==> src/gie_pkg.sv <==
// Function
// - Clear loads the accumulator with zero.
// - Negate takes two's complement; most negative operand sets overflow.
// - Ones-complement inverts every accumulator bit.
// - Copies move index to accumulator or back, source left unchanged.
// - Direct input drives address, strobes, loads accumulator at strobe trailing edge.
// - Direct output drives address and accumulator, strobes; accumulator unchanged.
// - Address bits 8-11 select device, bits 12-15 select function.
// - Increment adds unsigned literal to index; skip when result not negative.
// - Decrement subtracts unsigned literal from index; skip when result negative.
// - Literal byte load writes accumulator bits 8-15, keeps bits 0-7.
// - Literal compare sets less and equal flags from signed byte difference.
// - Accumulator tests skip on zero, plus or minus; accumulator untouched.
// - Odd test skips when accumulator bit 15 is one.
// - Index even test skips when index bit 15 is zero.
// - Less, equal, not-equal tests skip from the compare flags.
// - Greater skips when both flags clear; less-or-equal when either set.
// - No-overflow test skips on clear overflow, then always clears it.
// - External sense test skips when the sense input is false.
// - Each of four sense switch tests skips when its switch is false.
// - Generics share opcode bits 0-3; bits 4-7 class, 8-11 subclass.
// - Word compare sets less and equal flags from signed 16-bit difference.
package gie_pkg;
    // Bit numbering runs 0 (most significant) to 15 (least significant)
    localparam int OPC_MSB = 0;
    localparam int OPC_LSB = 3;
    localparam int CLS_MSB = 4;
    localparam int CLS_LSB = 7;
    localparam int SUB_MSB = 8;
    localparam int SUB_LSB = 11;
    localparam int FUN_MSB = 12;
    localparam int FUN_LSB = 15;
    localparam int BYTE_HI = 8;
    localparam int LSB_POS = 15;
    localparam int SIGN_POS = 0;

    localparam logic [3:0] NONMEMORY_OPCODE = 4'h0;
    localparam logic [3:0] CLS_DATA         = 4'h1;
    localparam logic [3:0] CLS_INPUT        = 4'h2;
    localparam logic [3:0] CLS_OUTPUT       = 4'h3;
    localparam logic [3:0] CLS_INC_SKIP     = 4'h4;
    localparam logic [3:0] CLS_DEC_SKIP     = 4'h5;
    localparam logic [3:0] CLS_LOAD_BYTE    = 4'h6;
    localparam logic [3:0] CLS_CMP_BYTE     = 4'h7;
    localparam logic [3:0] CLS_SKIP         = 4'h8;

    localparam logic [3:0] CLEAR_ACC_OP          = 4'h0;
    localparam logic [3:0] NEGATE_ACC_OP         = 4'h1;
    localparam logic [3:0] ONES_COMPLEMENT_ACC_OP = 4'h2;
    localparam logic [3:0] COPY_INDEX_TO_ACC_OP  = 4'h3;
    localparam logic [3:0] COPY_ACC_TO_INDEX_OP  = 4'h4;

    localparam logic [3:0] SKIP_ACC_ZERO_OP          = 4'h0;
    localparam logic [3:0] SKIP_ACC_PLUS_OP          = 4'h1;
    localparam logic [3:0] SKIP_ACC_MINUS_OP         = 4'h2;
    localparam logic [3:0] SKIP_ACC_ODD_OP           = 4'h3;
    localparam logic [3:0] SKIP_CMP_LESS_OP          = 4'h4;
    localparam logic [3:0] SKIP_INDEX_EVEN_OP        = 4'h5;
    localparam logic [3:0] SKIP_CMP_EQUAL_OP         = 4'h6;
    localparam logic [3:0] SKIP_CMP_NOT_EQUAL_OP     = 4'h7;
    localparam logic [3:0] SKIP_CMP_GREATER_OP       = 4'h8;
    localparam logic [3:0] SKIP_CMP_LESS_OR_EQUAL_OP = 4'h9;
    localparam logic [3:0] SKIP_NO_OVERFLOW_OP       = 4'ha;
    localparam logic [3:0] EXTERNAL_SENSE_TEST       = 4'hb;
    localparam logic [3:0] SENSE_SWITCH_ZERO_TEST    = 4'hc;
    localparam logic [3:0] SENSE_SWITCH_ONE_TEST     = 4'hd;
    localparam logic [3:0] SENSE_SWITCH_TWO_TEST     = 4'he;
    localparam logic [3:0] SENSE_SWITCH_THREE_TEST   = 4'hf;

    localparam logic [15:0] MOST_NEGATIVE = 16'h8000;
    localparam logic [14:0] PC_STEP       = 15'h0001;
    localparam logic [14:0] PC_SKIP_STEP  = 15'h0002;

    localparam logic [2:0] REG_ACC    = 3'h0;
    localparam logic [2:0] REG_INDEX  = 3'h1;
    localparam logic [2:0] REG_PC     = 3'h2;
    localparam logic [2:0] REG_FLAGS  = 3'h3;
    localparam logic [2:0] REG_STATUS = 3'h4;
    localparam int FLAG_LESS  = 0;
    localparam int FLAG_EQUAL = 1;
    localparam int FLAG_OVF   = 2;
    localparam int STAT_BUSY  = 0;
    localparam int STAT_ILL   = 1;
    localparam int STAT_SKIP  = 2;

    localparam int CLK_PERIOD_PS = 4000;
    localparam int STROBE_NS     = 12;
    localparam int STROBE_CYC    = (STROBE_NS * 1000 + CLK_PERIOD_PS - 1) / CLK_PERIOD_PS;

    typedef enum logic {
        ST_IDLE   = 1'b0,
        ST_STROBE = 1'b1
    } gie_state_t;
endpackage

==> src/gie_exec.sv <==
// Added by the designer: the register addresses and the strobed register port.
`timescale 1ns/1ps
`default_nettype none
module gie_exec
    import gie_pkg::*;
#(
    parameter int STROBE_CYCLES = STROBE_CYC
) (
    input  wire logic        clk,
    input  wire logic        nrst,
    input  wire logic        instr_valid,
    input  wire logic [0:15] instr,
    input  wire logic        cmp_word_valid,
    input  wire logic [0:15] cmp_word_operand,
    input  wire logic [0:15] io_in_data,
    input  wire logic        external_sense,
    input  wire logic [0:3]  sense_switch,
    input  wire logic [2:0]  reg_addr,
    input  wire logic [15:0] reg_wdata,
    input  wire logic        reg_wr,
    input  wire logic        reg_rd,
    output logic      [15:0] reg_rdata,
    output logic             busy,
    output logic             done,
    output logic             skip_taken,
    output logic      [0:14] program_counter,
    output logic      [0:7]  io_addr,
    output logic      [0:15] io_out_data,
    output logic             io_in_strobe,
    output logic             io_out_strobe
);
    typedef struct packed {
        gie_state_t  state;
        logic [7:0]  count;
        logic [0:15] accumulator;
        logic [0:15] index_register;
        logic [0:14] program_counter;
        logic        compare_less_flag;
        logic        compare_equal_flag;
        logic        overflow_flag;
        logic        illegal;
        logic        skip_taken;
        logic        done;
        logic        busy;
        logic        is_input;
        logic        in_strobe;
        logic        out_strobe;
        logic [0:7]  io_addr;
        logic [0:15] io_out;
        logic [15:0] rdata;
        logic [0:15] din_s1;
        logic [0:15] din_s2;
        logic [0:4]  sense_s1;
        logic [0:4]  sense_s2;
    } gie_st_t;

    gie_st_t r_reg;
    gie_st_t r_next;

    logic [3:0]  f_opc;
    logic [3:0]  f_cls;
    logic [3:0]  f_sub;
    logic [0:7]  lit;
    logic [0:15] idx_inc;
    logic [0:15] idx_dec;
    logic        accept;
    logic        sense_ext;
    logic [0:3]  sw;

    assign f_opc     = instr[OPC_MSB:OPC_LSB];
    assign f_cls     = instr[CLS_MSB:CLS_LSB];
    assign f_sub     = instr[SUB_MSB:SUB_LSB];
    assign lit       = instr[SUB_MSB:FUN_LSB];
    assign idx_inc   = r_reg.index_register + {8'h00, lit};
    assign idx_dec   = r_reg.index_register - {8'h00, lit};
    assign accept    = instr_valid && (r_reg.state == ST_IDLE);
    assign sense_ext = r_reg.sense_s2[0];
    assign sw        = r_reg.sense_s2[1:4];

    always_comb begin
        logic cond;
        logic legal;
        cond = 1'b0;
        legal = 1'b1;
        r_next = r_reg;
        r_next.done = 1'b0;
        r_next.rdata = 16'h0000;
        // Input data and sense pins cross in through two flops before anything looks at them
        r_next.din_s1 = io_in_data;
        r_next.din_s2 = r_reg.din_s1;
        r_next.sense_s1 = {external_sense, sense_switch};
        r_next.sense_s2 = r_reg.sense_s1;

        if (reg_rd) begin
            case (reg_addr)
                REG_ACC:    r_next.rdata = r_reg.accumulator;
                REG_INDEX:  r_next.rdata = r_reg.index_register;
                REG_PC:     r_next.rdata = {1'b0, r_reg.program_counter};
                REG_FLAGS:  r_next.rdata = {13'h0000, r_reg.overflow_flag, r_reg.compare_equal_flag,
                                            r_reg.compare_less_flag};
                REG_STATUS: r_next.rdata = {13'h0000, r_reg.skip_taken, r_reg.illegal, r_reg.busy};
                default:    r_next.rdata = 16'h0000;
            endcase
        end
        // Software writes land first so that instruction results in the same cycle win
        if (reg_wr) begin
            case (reg_addr)
                REG_ACC:   r_next.accumulator = reg_wdata;
                REG_INDEX: r_next.index_register = reg_wdata;
                REG_PC:    r_next.program_counter = reg_wdata[14:0];
                REG_FLAGS: begin
                    r_next.compare_less_flag = reg_wdata[FLAG_LESS];
                    r_next.compare_equal_flag = reg_wdata[FLAG_EQUAL];
                    r_next.overflow_flag = reg_wdata[FLAG_OVF];
                end
                default: ;
            endcase
        end
        if (cmp_word_valid) begin
            r_next.compare_less_flag = $signed(r_reg.accumulator) < $signed(cmp_word_operand);
            r_next.compare_equal_flag = r_reg.accumulator == cmp_word_operand;
        end

        case (r_reg.state)
            ST_IDLE: begin
                if (accept) begin
                    legal = (f_opc == NONMEMORY_OPCODE);
                    case (f_cls)
                        CLS_DATA: begin
                            case (f_sub)
                                CLEAR_ACC_OP: r_next.accumulator = 16'h0000;
                                NEGATE_ACC_OP: begin
                                    r_next.accumulator = 16'h0000 - r_reg.accumulator;
                                    if (r_reg.accumulator == MOST_NEGATIVE) begin
                                        r_next.overflow_flag = 1'b1;
                                    end
                                end
                                ONES_COMPLEMENT_ACC_OP: r_next.accumulator = ~r_reg.accumulator;
                                COPY_INDEX_TO_ACC_OP: r_next.accumulator = r_reg.index_register;
                                COPY_ACC_TO_INDEX_OP: r_next.index_register = r_reg.accumulator;
                                default: legal = 1'b0;
                            endcase
                        end
                        CLS_INPUT, CLS_OUTPUT: begin
                            // Device in bits 8-11, function in 12-15, both sent as one byte
                            r_next.io_addr = instr[SUB_MSB:FUN_LSB];
                            r_next.is_input = (f_cls == CLS_INPUT);
                            r_next.in_strobe = (f_cls == CLS_INPUT);
                            r_next.out_strobe = (f_cls == CLS_OUTPUT);
                            if (f_cls == CLS_OUTPUT) begin
                                r_next.io_out = r_reg.accumulator;
                            end
                            r_next.count = 8'h00;
                            r_next.busy = 1'b1;
                            r_next.state = ST_STROBE;
                        end
                        CLS_INC_SKIP: begin
                            r_next.index_register = idx_inc;
                            cond = !idx_inc[SIGN_POS];
                        end
                        CLS_DEC_SKIP: begin
                            r_next.index_register = idx_dec;
                            cond = idx_dec[SIGN_POS];
                        end
                        CLS_LOAD_BYTE: r_next.accumulator[BYTE_HI:LSB_POS] = lit;
                        CLS_CMP_BYTE: begin
                            r_next.compare_less_flag =
                                $signed(r_reg.accumulator[BYTE_HI:LSB_POS]) < $signed(lit);
                            r_next.compare_equal_flag = r_reg.accumulator[BYTE_HI:LSB_POS] == lit;
                        end
                        CLS_SKIP: begin
                            case (f_sub)
                                SKIP_ACC_ZERO_OP:  cond = r_reg.accumulator == 16'h0000;
                                SKIP_ACC_PLUS_OP:  cond = !r_reg.accumulator[SIGN_POS];
                                SKIP_ACC_MINUS_OP: cond = r_reg.accumulator[SIGN_POS];
                                SKIP_ACC_ODD_OP:   cond = r_reg.accumulator[LSB_POS];
                                SKIP_CMP_LESS_OP:  cond = r_reg.compare_less_flag;
                                SKIP_INDEX_EVEN_OP: cond = !r_reg.index_register[LSB_POS];
                                SKIP_CMP_EQUAL_OP: cond = r_reg.compare_equal_flag;
                                SKIP_CMP_NOT_EQUAL_OP: cond = !r_reg.compare_equal_flag;
                                SKIP_CMP_GREATER_OP:
                                    cond = !r_reg.compare_less_flag && !r_reg.compare_equal_flag;
                                SKIP_CMP_LESS_OR_EQUAL_OP:
                                    cond = r_reg.compare_less_flag || r_reg.compare_equal_flag;
                                SKIP_NO_OVERFLOW_OP: begin
                                    cond = !r_reg.overflow_flag;
                                    r_next.overflow_flag = 1'b0;
                                end
                                EXTERNAL_SENSE_TEST:     cond = !sense_ext;
                                SENSE_SWITCH_ZERO_TEST:  cond = !sw[0];
                                SENSE_SWITCH_ONE_TEST:   cond = !sw[1];
                                SENSE_SWITCH_TWO_TEST:   cond = !sw[2];
                                SENSE_SWITCH_THREE_TEST: cond = !sw[3];
                                default: cond = 1'b0;
                            endcase
                        end
                        default: legal = 1'b0;
                    endcase
                    if (!legal) begin
                        // Foreign or unsupported words change nothing but the counter and the status bits, and drop any register write, read or word compare of the same cycle
                        r_next = r_reg;
                        r_next.done = 1'b0;
                        r_next.rdata = 16'h0000;
                        r_next.din_s1 = io_in_data;
                        r_next.din_s2 = r_reg.din_s1;
                        r_next.sense_s1 = {external_sense, sense_switch};
                        r_next.sense_s2 = r_reg.sense_s1;
                        cond = 1'b0;
                    end
                    if (!legal || r_next.state == ST_IDLE) begin
                        r_next.done = 1'b1;
                        r_next.illegal = !legal;
                        r_next.skip_taken = cond;
                        r_next.program_counter = r_reg.program_counter + (cond ? PC_SKIP_STEP : PC_STEP);
                    end
                end
            end
            ST_STROBE: begin
                if (r_reg.count == 8'(STROBE_CYCLES - 1)) begin
                    if (r_reg.is_input) begin
                        // Peripheral holds data through the trailing edge, so the synced copy is settled
                        r_next.accumulator = r_reg.din_s2;
                    end
                    r_next.in_strobe = 1'b0;
                    r_next.out_strobe = 1'b0;
                    r_next.busy = 1'b0;
                    r_next.done = 1'b1;
                    r_next.illegal = 1'b0;
                    r_next.skip_taken = 1'b0;
                    r_next.program_counter = r_reg.program_counter + PC_STEP;
                    r_next.state = ST_IDLE;
                end else begin
                    r_next.count = r_reg.count + 8'h01;
                end
            end
            default: r_next.state = ST_IDLE;
        endcase
    end

    always_ff @(posedge clk or negedge nrst) begin
        if (!nrst) begin
            r_reg <= '0;
        end else begin
            r_reg <= r_next;
        end
    end

    assign reg_rdata       = r_reg.rdata;
    assign busy            = r_reg.busy;
    assign done            = r_reg.done;
    assign skip_taken      = r_reg.skip_taken;
    assign program_counter = r_reg.program_counter;
    assign io_addr         = r_reg.io_addr;
    assign io_out_data     = r_reg.io_out;
    assign io_in_strobe    = r_reg.in_strobe;
    assign io_out_strobe   = r_reg.out_strobe;

    logic gen_ok;
    assign gen_ok = accept && (f_opc == NONMEMORY_OPCODE);
endmodule // gie_exec
`default_nettype wire

==> config.mk <==
export PLATFORM = sky130hd
export DESIGN_NAME = gie_exec
export DESIGN_NICKNAME = d
export VERILOG_FILES = /design/src/gie_pkg.sv /design/src/gie_exec.sv
export SDC_FILE = /design/constraint.sdc
export NUM_CORES = 1
export LEC_CHECK = 0
export BUFFER_PORTS_ARGS = -buffer_cell sky130_fd_sc_hd__clkbuf_2
export CORE_MARGIN = 2
export CORE_UTILIZATION = 55
export CTS_BUF_LIST = sky130_fd_sc_hd__clkbuf_16
export CTS_CLUSTER_SIZE = 16
export DETAILED_ROUTE_END_ITERATION = 6
export HOLD_SLACK_MARGIN = 0.08
export PLACE_DENSITY = 0.83
export SETUP_SLACK_MARGIN = 0.02
export SYNTH_ARGS = -nofsm -noshare
export SYNTH_HDL_FRONTEND = slang
export SYNTH_SLANG_ARGS = --single-unit
==> constraint.sdc <==
create_clock -name clk -period 4.7 [get_ports clk]
set_input_delay 0.235 -clock clk [delete_from_list [all_inputs] [get_ports clk]]
set_output_delay 0.235 -clock clk [all_outputs]
set_load 0.1 [all_outputs]
* After elaboration in Yosys (flattened, before gate mapping)
Cells that the tools add are included.
Widths: inputs -> output; s select.
** Cells by class
- Bitwise logic cells :: 3
- Reductions and logical operators :: 28
- Mux-type cells :: 51
- $lt $le $gt $ge :: 2
- $add $sub $neg :: 6
- Equal/unequal tests :: 42
** Operators with widths (count)
- $mux 148 :: 4
- $mux 16 :: 8
- $pmux 16 s5 :: 1
- $pmux 16 s4 :: 1
- $mux 58 :: 1
- $mux 50 :: 1
- $pmux 25 s2 :: 1
- $pmux 16 s3 :: 1
- $mux 15 :: 3
- $eq 4x4->1 const B :: 9
- $eq 4x3->1 const B :: 8
- $pmux 15 s2 :: 1
- $mux 28 :: 1
- $ne 3x2->1 const B :: 6
- $add 16x8->16 :: 1
- $eq 16x16->1 :: 1
- $eq 16x16->1 const B :: 1
- $eq 4x2->1 const B :: 4
- $logic_not 16->1 :: 1
- $lt 16x16->1 :: 1
- $mux 8 :: 2
- $not 16->16 :: 1
- $pmux 1 s16 :: 1
- $pmux 8 s2 :: 1
- other kinds (37) :: 72
** Word-level totals
- Logic and storage cells :: 154
- Register bits :: 148
- Output and inout port bits :: 60
- Input bits :: 78

* Depth between registers and ports, before layout
- Word-level depth :: 14
- Gate-level depth with buffers :: 19

* Worst setup path before layout
No wires, ideal clock.
- Path type :: input port to flip-flop
- Start point :: input instr[11] (netlist bit)
- End point :: register r_reg (netlist bit program_counter[4])
- Arrival time :: 3.469 ns
- Setup slack :: 1.093 ns
- Stages on the path :: 16
- Data required time :: 4.562 ns
- Path through :: buf_2 -> clkinv_1 -> ha_1 -> buf_2 -> nand2b_1 -> a221oi_1 -> a2111oi_4 -> o21ai_0 -> nor3b_1 -> o31ai_2 -> ha_1 -> fa_1 -> and3_1 -> a22oi_1 -> nand3b_1 -> o221ai_1
** On the way
- Word-level cells in the longest chain between the ends :: 14
- Elaborated cells on any way between the ends :: 41
- Those cells by class :: 3 x add/sub; 16 x eq/ne; 16 x mux; 1 x bitwise; 5 x reduce/logical
** RTL lines
- start, declared :: line gie_exec.sv:12 : input wire logic [0:15] instr,
- branches (longest 14 deep; another with $add 16x8->16)
- end signal, assigned :: line gie_exec.sv:244 : r_reg <= r_next;
- end, declared :: line gie_exec.sv:57 : gie_st_t r_reg;
Parallel ways; which one is timed is not known. The select of a mux whose other input is x is not followed.
A chain may end at the register's enable or synchronous reset.

* Final worst setup path
- Start point :: register r_reg[108] (netlist bit)
- End point :: register r_reg (netlist bit program_counter[1])
** On the way
- Word-level cells in the longest chain between the ends :: 11
- Elaborated cells on any way between the ends :: 12
- Those cells by class :: 3 x add/sub; 8 x mux; 1 x reduce/logical
** RTL lines
- $add 16x8->16 :: line gie_exec.sv:74 : assign idx_inc = r_reg.index_register + {8'h00, lit};
- $logic_not 1->1 :: line gie_exec.sv:159 : cond = !idx_inc[SIGN_POS];
- $pmux 1 s3 * :: line gie_exec.sv:128 : case (f_cls)
- $mux 1 * :: line gie_exec.sv:199 : if (!legal) begin
- $mux 1 * :: line gie_exec.sv:126 : if (accept) begin
- $mux 1 * :: line gie_exec.sv:124 : case (r_reg.state)
- $mux 2 * :: line gie_exec.sv:214 : r_next.program_counter = r_reg.program_counter + (cond ? PC_SKIP_STEP : PC_STEP);
- $add 15x2->15 * :: line gie_exec.sv:214
- $mux 15 * :: line gie_exec.sv:210 : if (!legal || r_next.state == ST_IDLE) begin
- $mux 148 * :: line gie_exec.sv:126
- $pmux 15 s2 * :: line gie_exec.sv:124
Mark *: on every way between the ends. The rest lies on a longest branch, timed or not. The select of a mux whose other input is x is not followed.

==> flow_metrics.py <==
metrics = {
    "power": {
        "p_sw_w": 0.00209,
        "p_leak_nw": 5.36,
        "peakVddDrop_uv": 311,
        "power.switching_fraction_pct": 43.3,
        "p_seq_share_pct": 34.1,
        "power.density_mw_per_mm2": 410,
        "p_comb_share_pct": 35.5,
        "internal_power_w": 0.00273,
        "p_clk_share_pct": 30.4,
    },
    "place": {
        "dpl_cell_area_mm2": 0.0109,
        "portBuffers": 137,
        "gp_congestion": 1.07,
        "hpwl_um": 25700,
    },
    "logic_synthesis": {
        "syn-instance-count": 1214,
        "synth.ff_latch_count": 148,
        "synth_area_per_cell_um2": 8.62,
        "yosys_warnings": 0,
        "synth_edf_count": 0,
        "yosys.cell_types.count": 87,
        "synthFlopType": "dfrtp_1",
        "synth_fp_nets": 1341,
        "synth_area_mm2": 0.0105,
        "synth-seq-area-share_pct": 35.4,
        "synthArstFlopShare_pct": 100,
    },
    "routing": {
        "ant_nets": 0,
        "routed_wl_um": 36800,
        "dr.pass1.iters": 7,
        "wl_per_cell_um": 24.1,
        "drtIter0Drc": 1449,
        "drt-vias-per-instance": 6.66,
        "post-route-drc-count": 26,
        "via_count": 10200,
    },
    "grt": {
        "grt_pass1_wl_um": 56100,
        "track_usage_pct": 36.9,
        "overflow": 0,
        "grt_pass1_vias": 9661,
        "grt_start_max_net_pins": 105,
        "antenna_found_initial": 0,
    },
    "sta": {
        "relSlewSlack_pct": 29.7,
        "hold_viol_final": 0,
        "setup_viol": 0,
        "finalClockSkew_ns": 0.0113,
        "fmax_ghz": 0.245,
        "rsz0062_at_grt": "false",
        "slew_viol_final": 0,
        "fin_setup_tns_ns": 0,
        "period_share_pct": 87.0,
        "tightest_slew_ns": 1.05,
        "min_period_ns": 4.09,
    },
    "clocking": {
        "cts_made_buffers": 17,
        "cts_tree": "yes",
        "clock_path_buffers": 2,
        "cts_root_buf": "clkbuf_16",
        "clk_latency_ns": 0.45,
        "cts.sinks": 148,
        "htree_num_levels": 4,
        "postCtsSetupBuffers": 0,
        "clk_pin_slew_ns": 0.07,
    },
    "layout": {
        "nets": 1408,
        "multi_input_area_mm2": 0.00588,
        "nFillCells": 1610,
        "diodes": 0,
        "fin_util_pct": 62.9,
        "regArea_mm2": 0.00370,
        "largest_reg_flops": 88,
        "area_growth_pct": 12.3,
        "final_area_mm2": 0.0118,
        "drive_gt1_share_pct": 18.5,
    },
    "min_path": {
        "hp-start": "instr[15]",
        "hold_path_end": "io_addr[7]$_DFFE_PN0P_",
        "worstHoldPathType": "input pin to register",
        "hold_depth": 3,
    },
    "worst_setup_path": {
        "reg2reg_depth": 15,
        "cp-end-kind": "register",
        "crit_path_start_kind": "register",
        "setup.worst_path.class": "register to register",
        "worstPathArrival_ns": 4.47,
        "r2r-end": "program_counter[1]$_DFFE_PN0P_",
        "cp-startpoint": "r_reg[108]$_DFFE_PN0N_",
        "r2r_slack_ns": 0.61,
        "r2r_start": "r_reg[108]$_DFFE_PN0N_",
        "cp.required_ns": 5.08,
        "critPathMaxFanout": 7,
    },
    "floorplan": {
        "die-area_mm2": 0.0202,
        "coreArea_mm2": 0.0187,
        "num_rows": 50,
        "start_util_pct": 56.0,
        "die_y_um": 142,
        "ios": 138,
        "fp.dieW_um": 142,
    },
    "job": {
        "drv_cap": 0,
    },
    "run_status": {
        "violations": "design-rule violations",
        "status": "finished, violations left",
    },
}
## layout by cell type, fill, tap and decap left out, types with 6 or more instances in the layout
cell           count
nand2_1          119
a211oi_1          12
mux2_2            12
or3_1              8
nor3_1            16
o21a_1             9
o21ai_0           77
dlygate4sd3_1     23
ha_1              46
o22ai_1            8
a221oi_1          16
a2111oi_0          6
nand2b_1          13
mux2i_1           51
clkbuf_16         17
a21oi_1           72
nor2_1           120
nor2b_1           12
o211ai_1          14
dfrtp_1          148
a22oi_1           14
xor2_1            11
nand3_1           42
o21ai_1           12
a221o_1            8
inv_1             37
nand4_1           12
xnor2_1           21
clkbuf_2         136
buf_4             27
a21o_1            10
a31oi_1            8
## cell families after synthesis
family	count (synthesis)	synth area share, %
and+or+nand+nor	405	19.0
AOI/OAI and AO/OA	333	21.4
buffers and inverters	178	8.60
DFF	148	35.4
muxes	69	6.92
adders and majority gates	49	6.07
xor gates and xnor gates	32	2.68
## what timing repair did
item	4_1_cts	5_1_grt
hold buffers	23	0
gates resized for setup	0	0
hold endpoints to repair	125	0
## power by group through the flow
stage | Clock, W | Sequential [W] | Combinational [W]
2_1_floorplan | 0 | 0.00155 | 0.00131
3_3_place_gp | 0 | 0.00164 | 0.00163
3_5_place_dp | 0 | 0.00165 | 0.00164
4_1_cts | 0.00148 | 0.00163 | 0.00167
5_1_grt | 0.00153 | 0.00165 | 0.00182
6_report | 0.00147 | 0.00164 | 0.00171
## per-layer routing
layer / vias up / share of wire (%) / wire, um / track usage, %
met5: - / 0 / 0 / 0
met4: 0 / 6.2 / 2270 / 23.1
met2: 708 / 45 / 16400 / 55.3
met1: 4864 / 39 / 14200 / 48.5
met3: 141 / 11 / 3930 / 8.45
li1: 4468 / - / - / -
## cell type report
class / instances / share of cell area, %
clock buffer: 17 / 3.62
multi-input combinational: 888 / 50.0
timing repair buffer: 187 / 9.56
sequential: 148 / 31.5
clock inverter: 15 / 1.61
tap: 234 / 2.49
inverter: 39 / 1.24
## cell usage after synthesis (all sizes together), types with 13 or more instances
master,number,area (um^2)
mux2i,51,510
o21ai,89,445
inv,38,143
nor2b,13,83.8
nand2b,14,95.1
a22oi,14,105
mux2,17,191
a21oi,72,360
o211ai,14,105
nor3,17,90.1
dfrtp,148,3700
nand2,123,472
a221oi,16,140
clkbuf,59,223
buf,80,532
ha,46,576
nor2,126,503
xnor2,21,184
nand3,42,210
## how the worst max path moves through the flow
stage	to	cells past startpoint	slack (ns)
3_5_place_dp	program_counter[4]$_DFFE_PN0P_	15	0.65
5_1_grt	program_counter[3]$_DFFE_PN0P_	15	0.40
6_report	program_counter[1]$_DFFE_PN0P_	15	0.61
2_1_floorplan	program_counter[4]$_DFFE_PN0P_	16	1.09
3_3_place_gp	program_counter[4]$_DFFE_PN0P_	15	0.75
4_1_cts	program_counter[4]$_DFFE_PN0P_	13	0.69
## worst max-delay path, cell delays in order, from the launching register on
cell and delay (ns):
dfrtp_1 0.47, ha_1 0.33, and2b_1 0.20, o211a_1 0.30
a2111oi_4 0.51, o21ai_0 0.17, nor3b_1 0.17, o31ai_2 0.40
inv_1 0.14, ha_1 0.30, a21o_1 0.10, nand2_1 0.08
o22ai_1 0.29, nand2_1 0.16, or3_1 0.33, nand3_1 0.09
## per-stage QoR
step	power (W)	hold WS [ns]	cells	worst slack [ns]
final	0.00482	0.0995	1528	0.612
after global routing	0.00500	0.0987	1528	0.397
after CTS	0.00478	0.0971	1528	0.688
after detailed placement	0.00329	0.335	1473	0.647
after global placement	0.00327	0.332	1473	0.746
after floorplan	0.00286	-0.0606	1214	1.09
(Power assumes the default switching activity.)
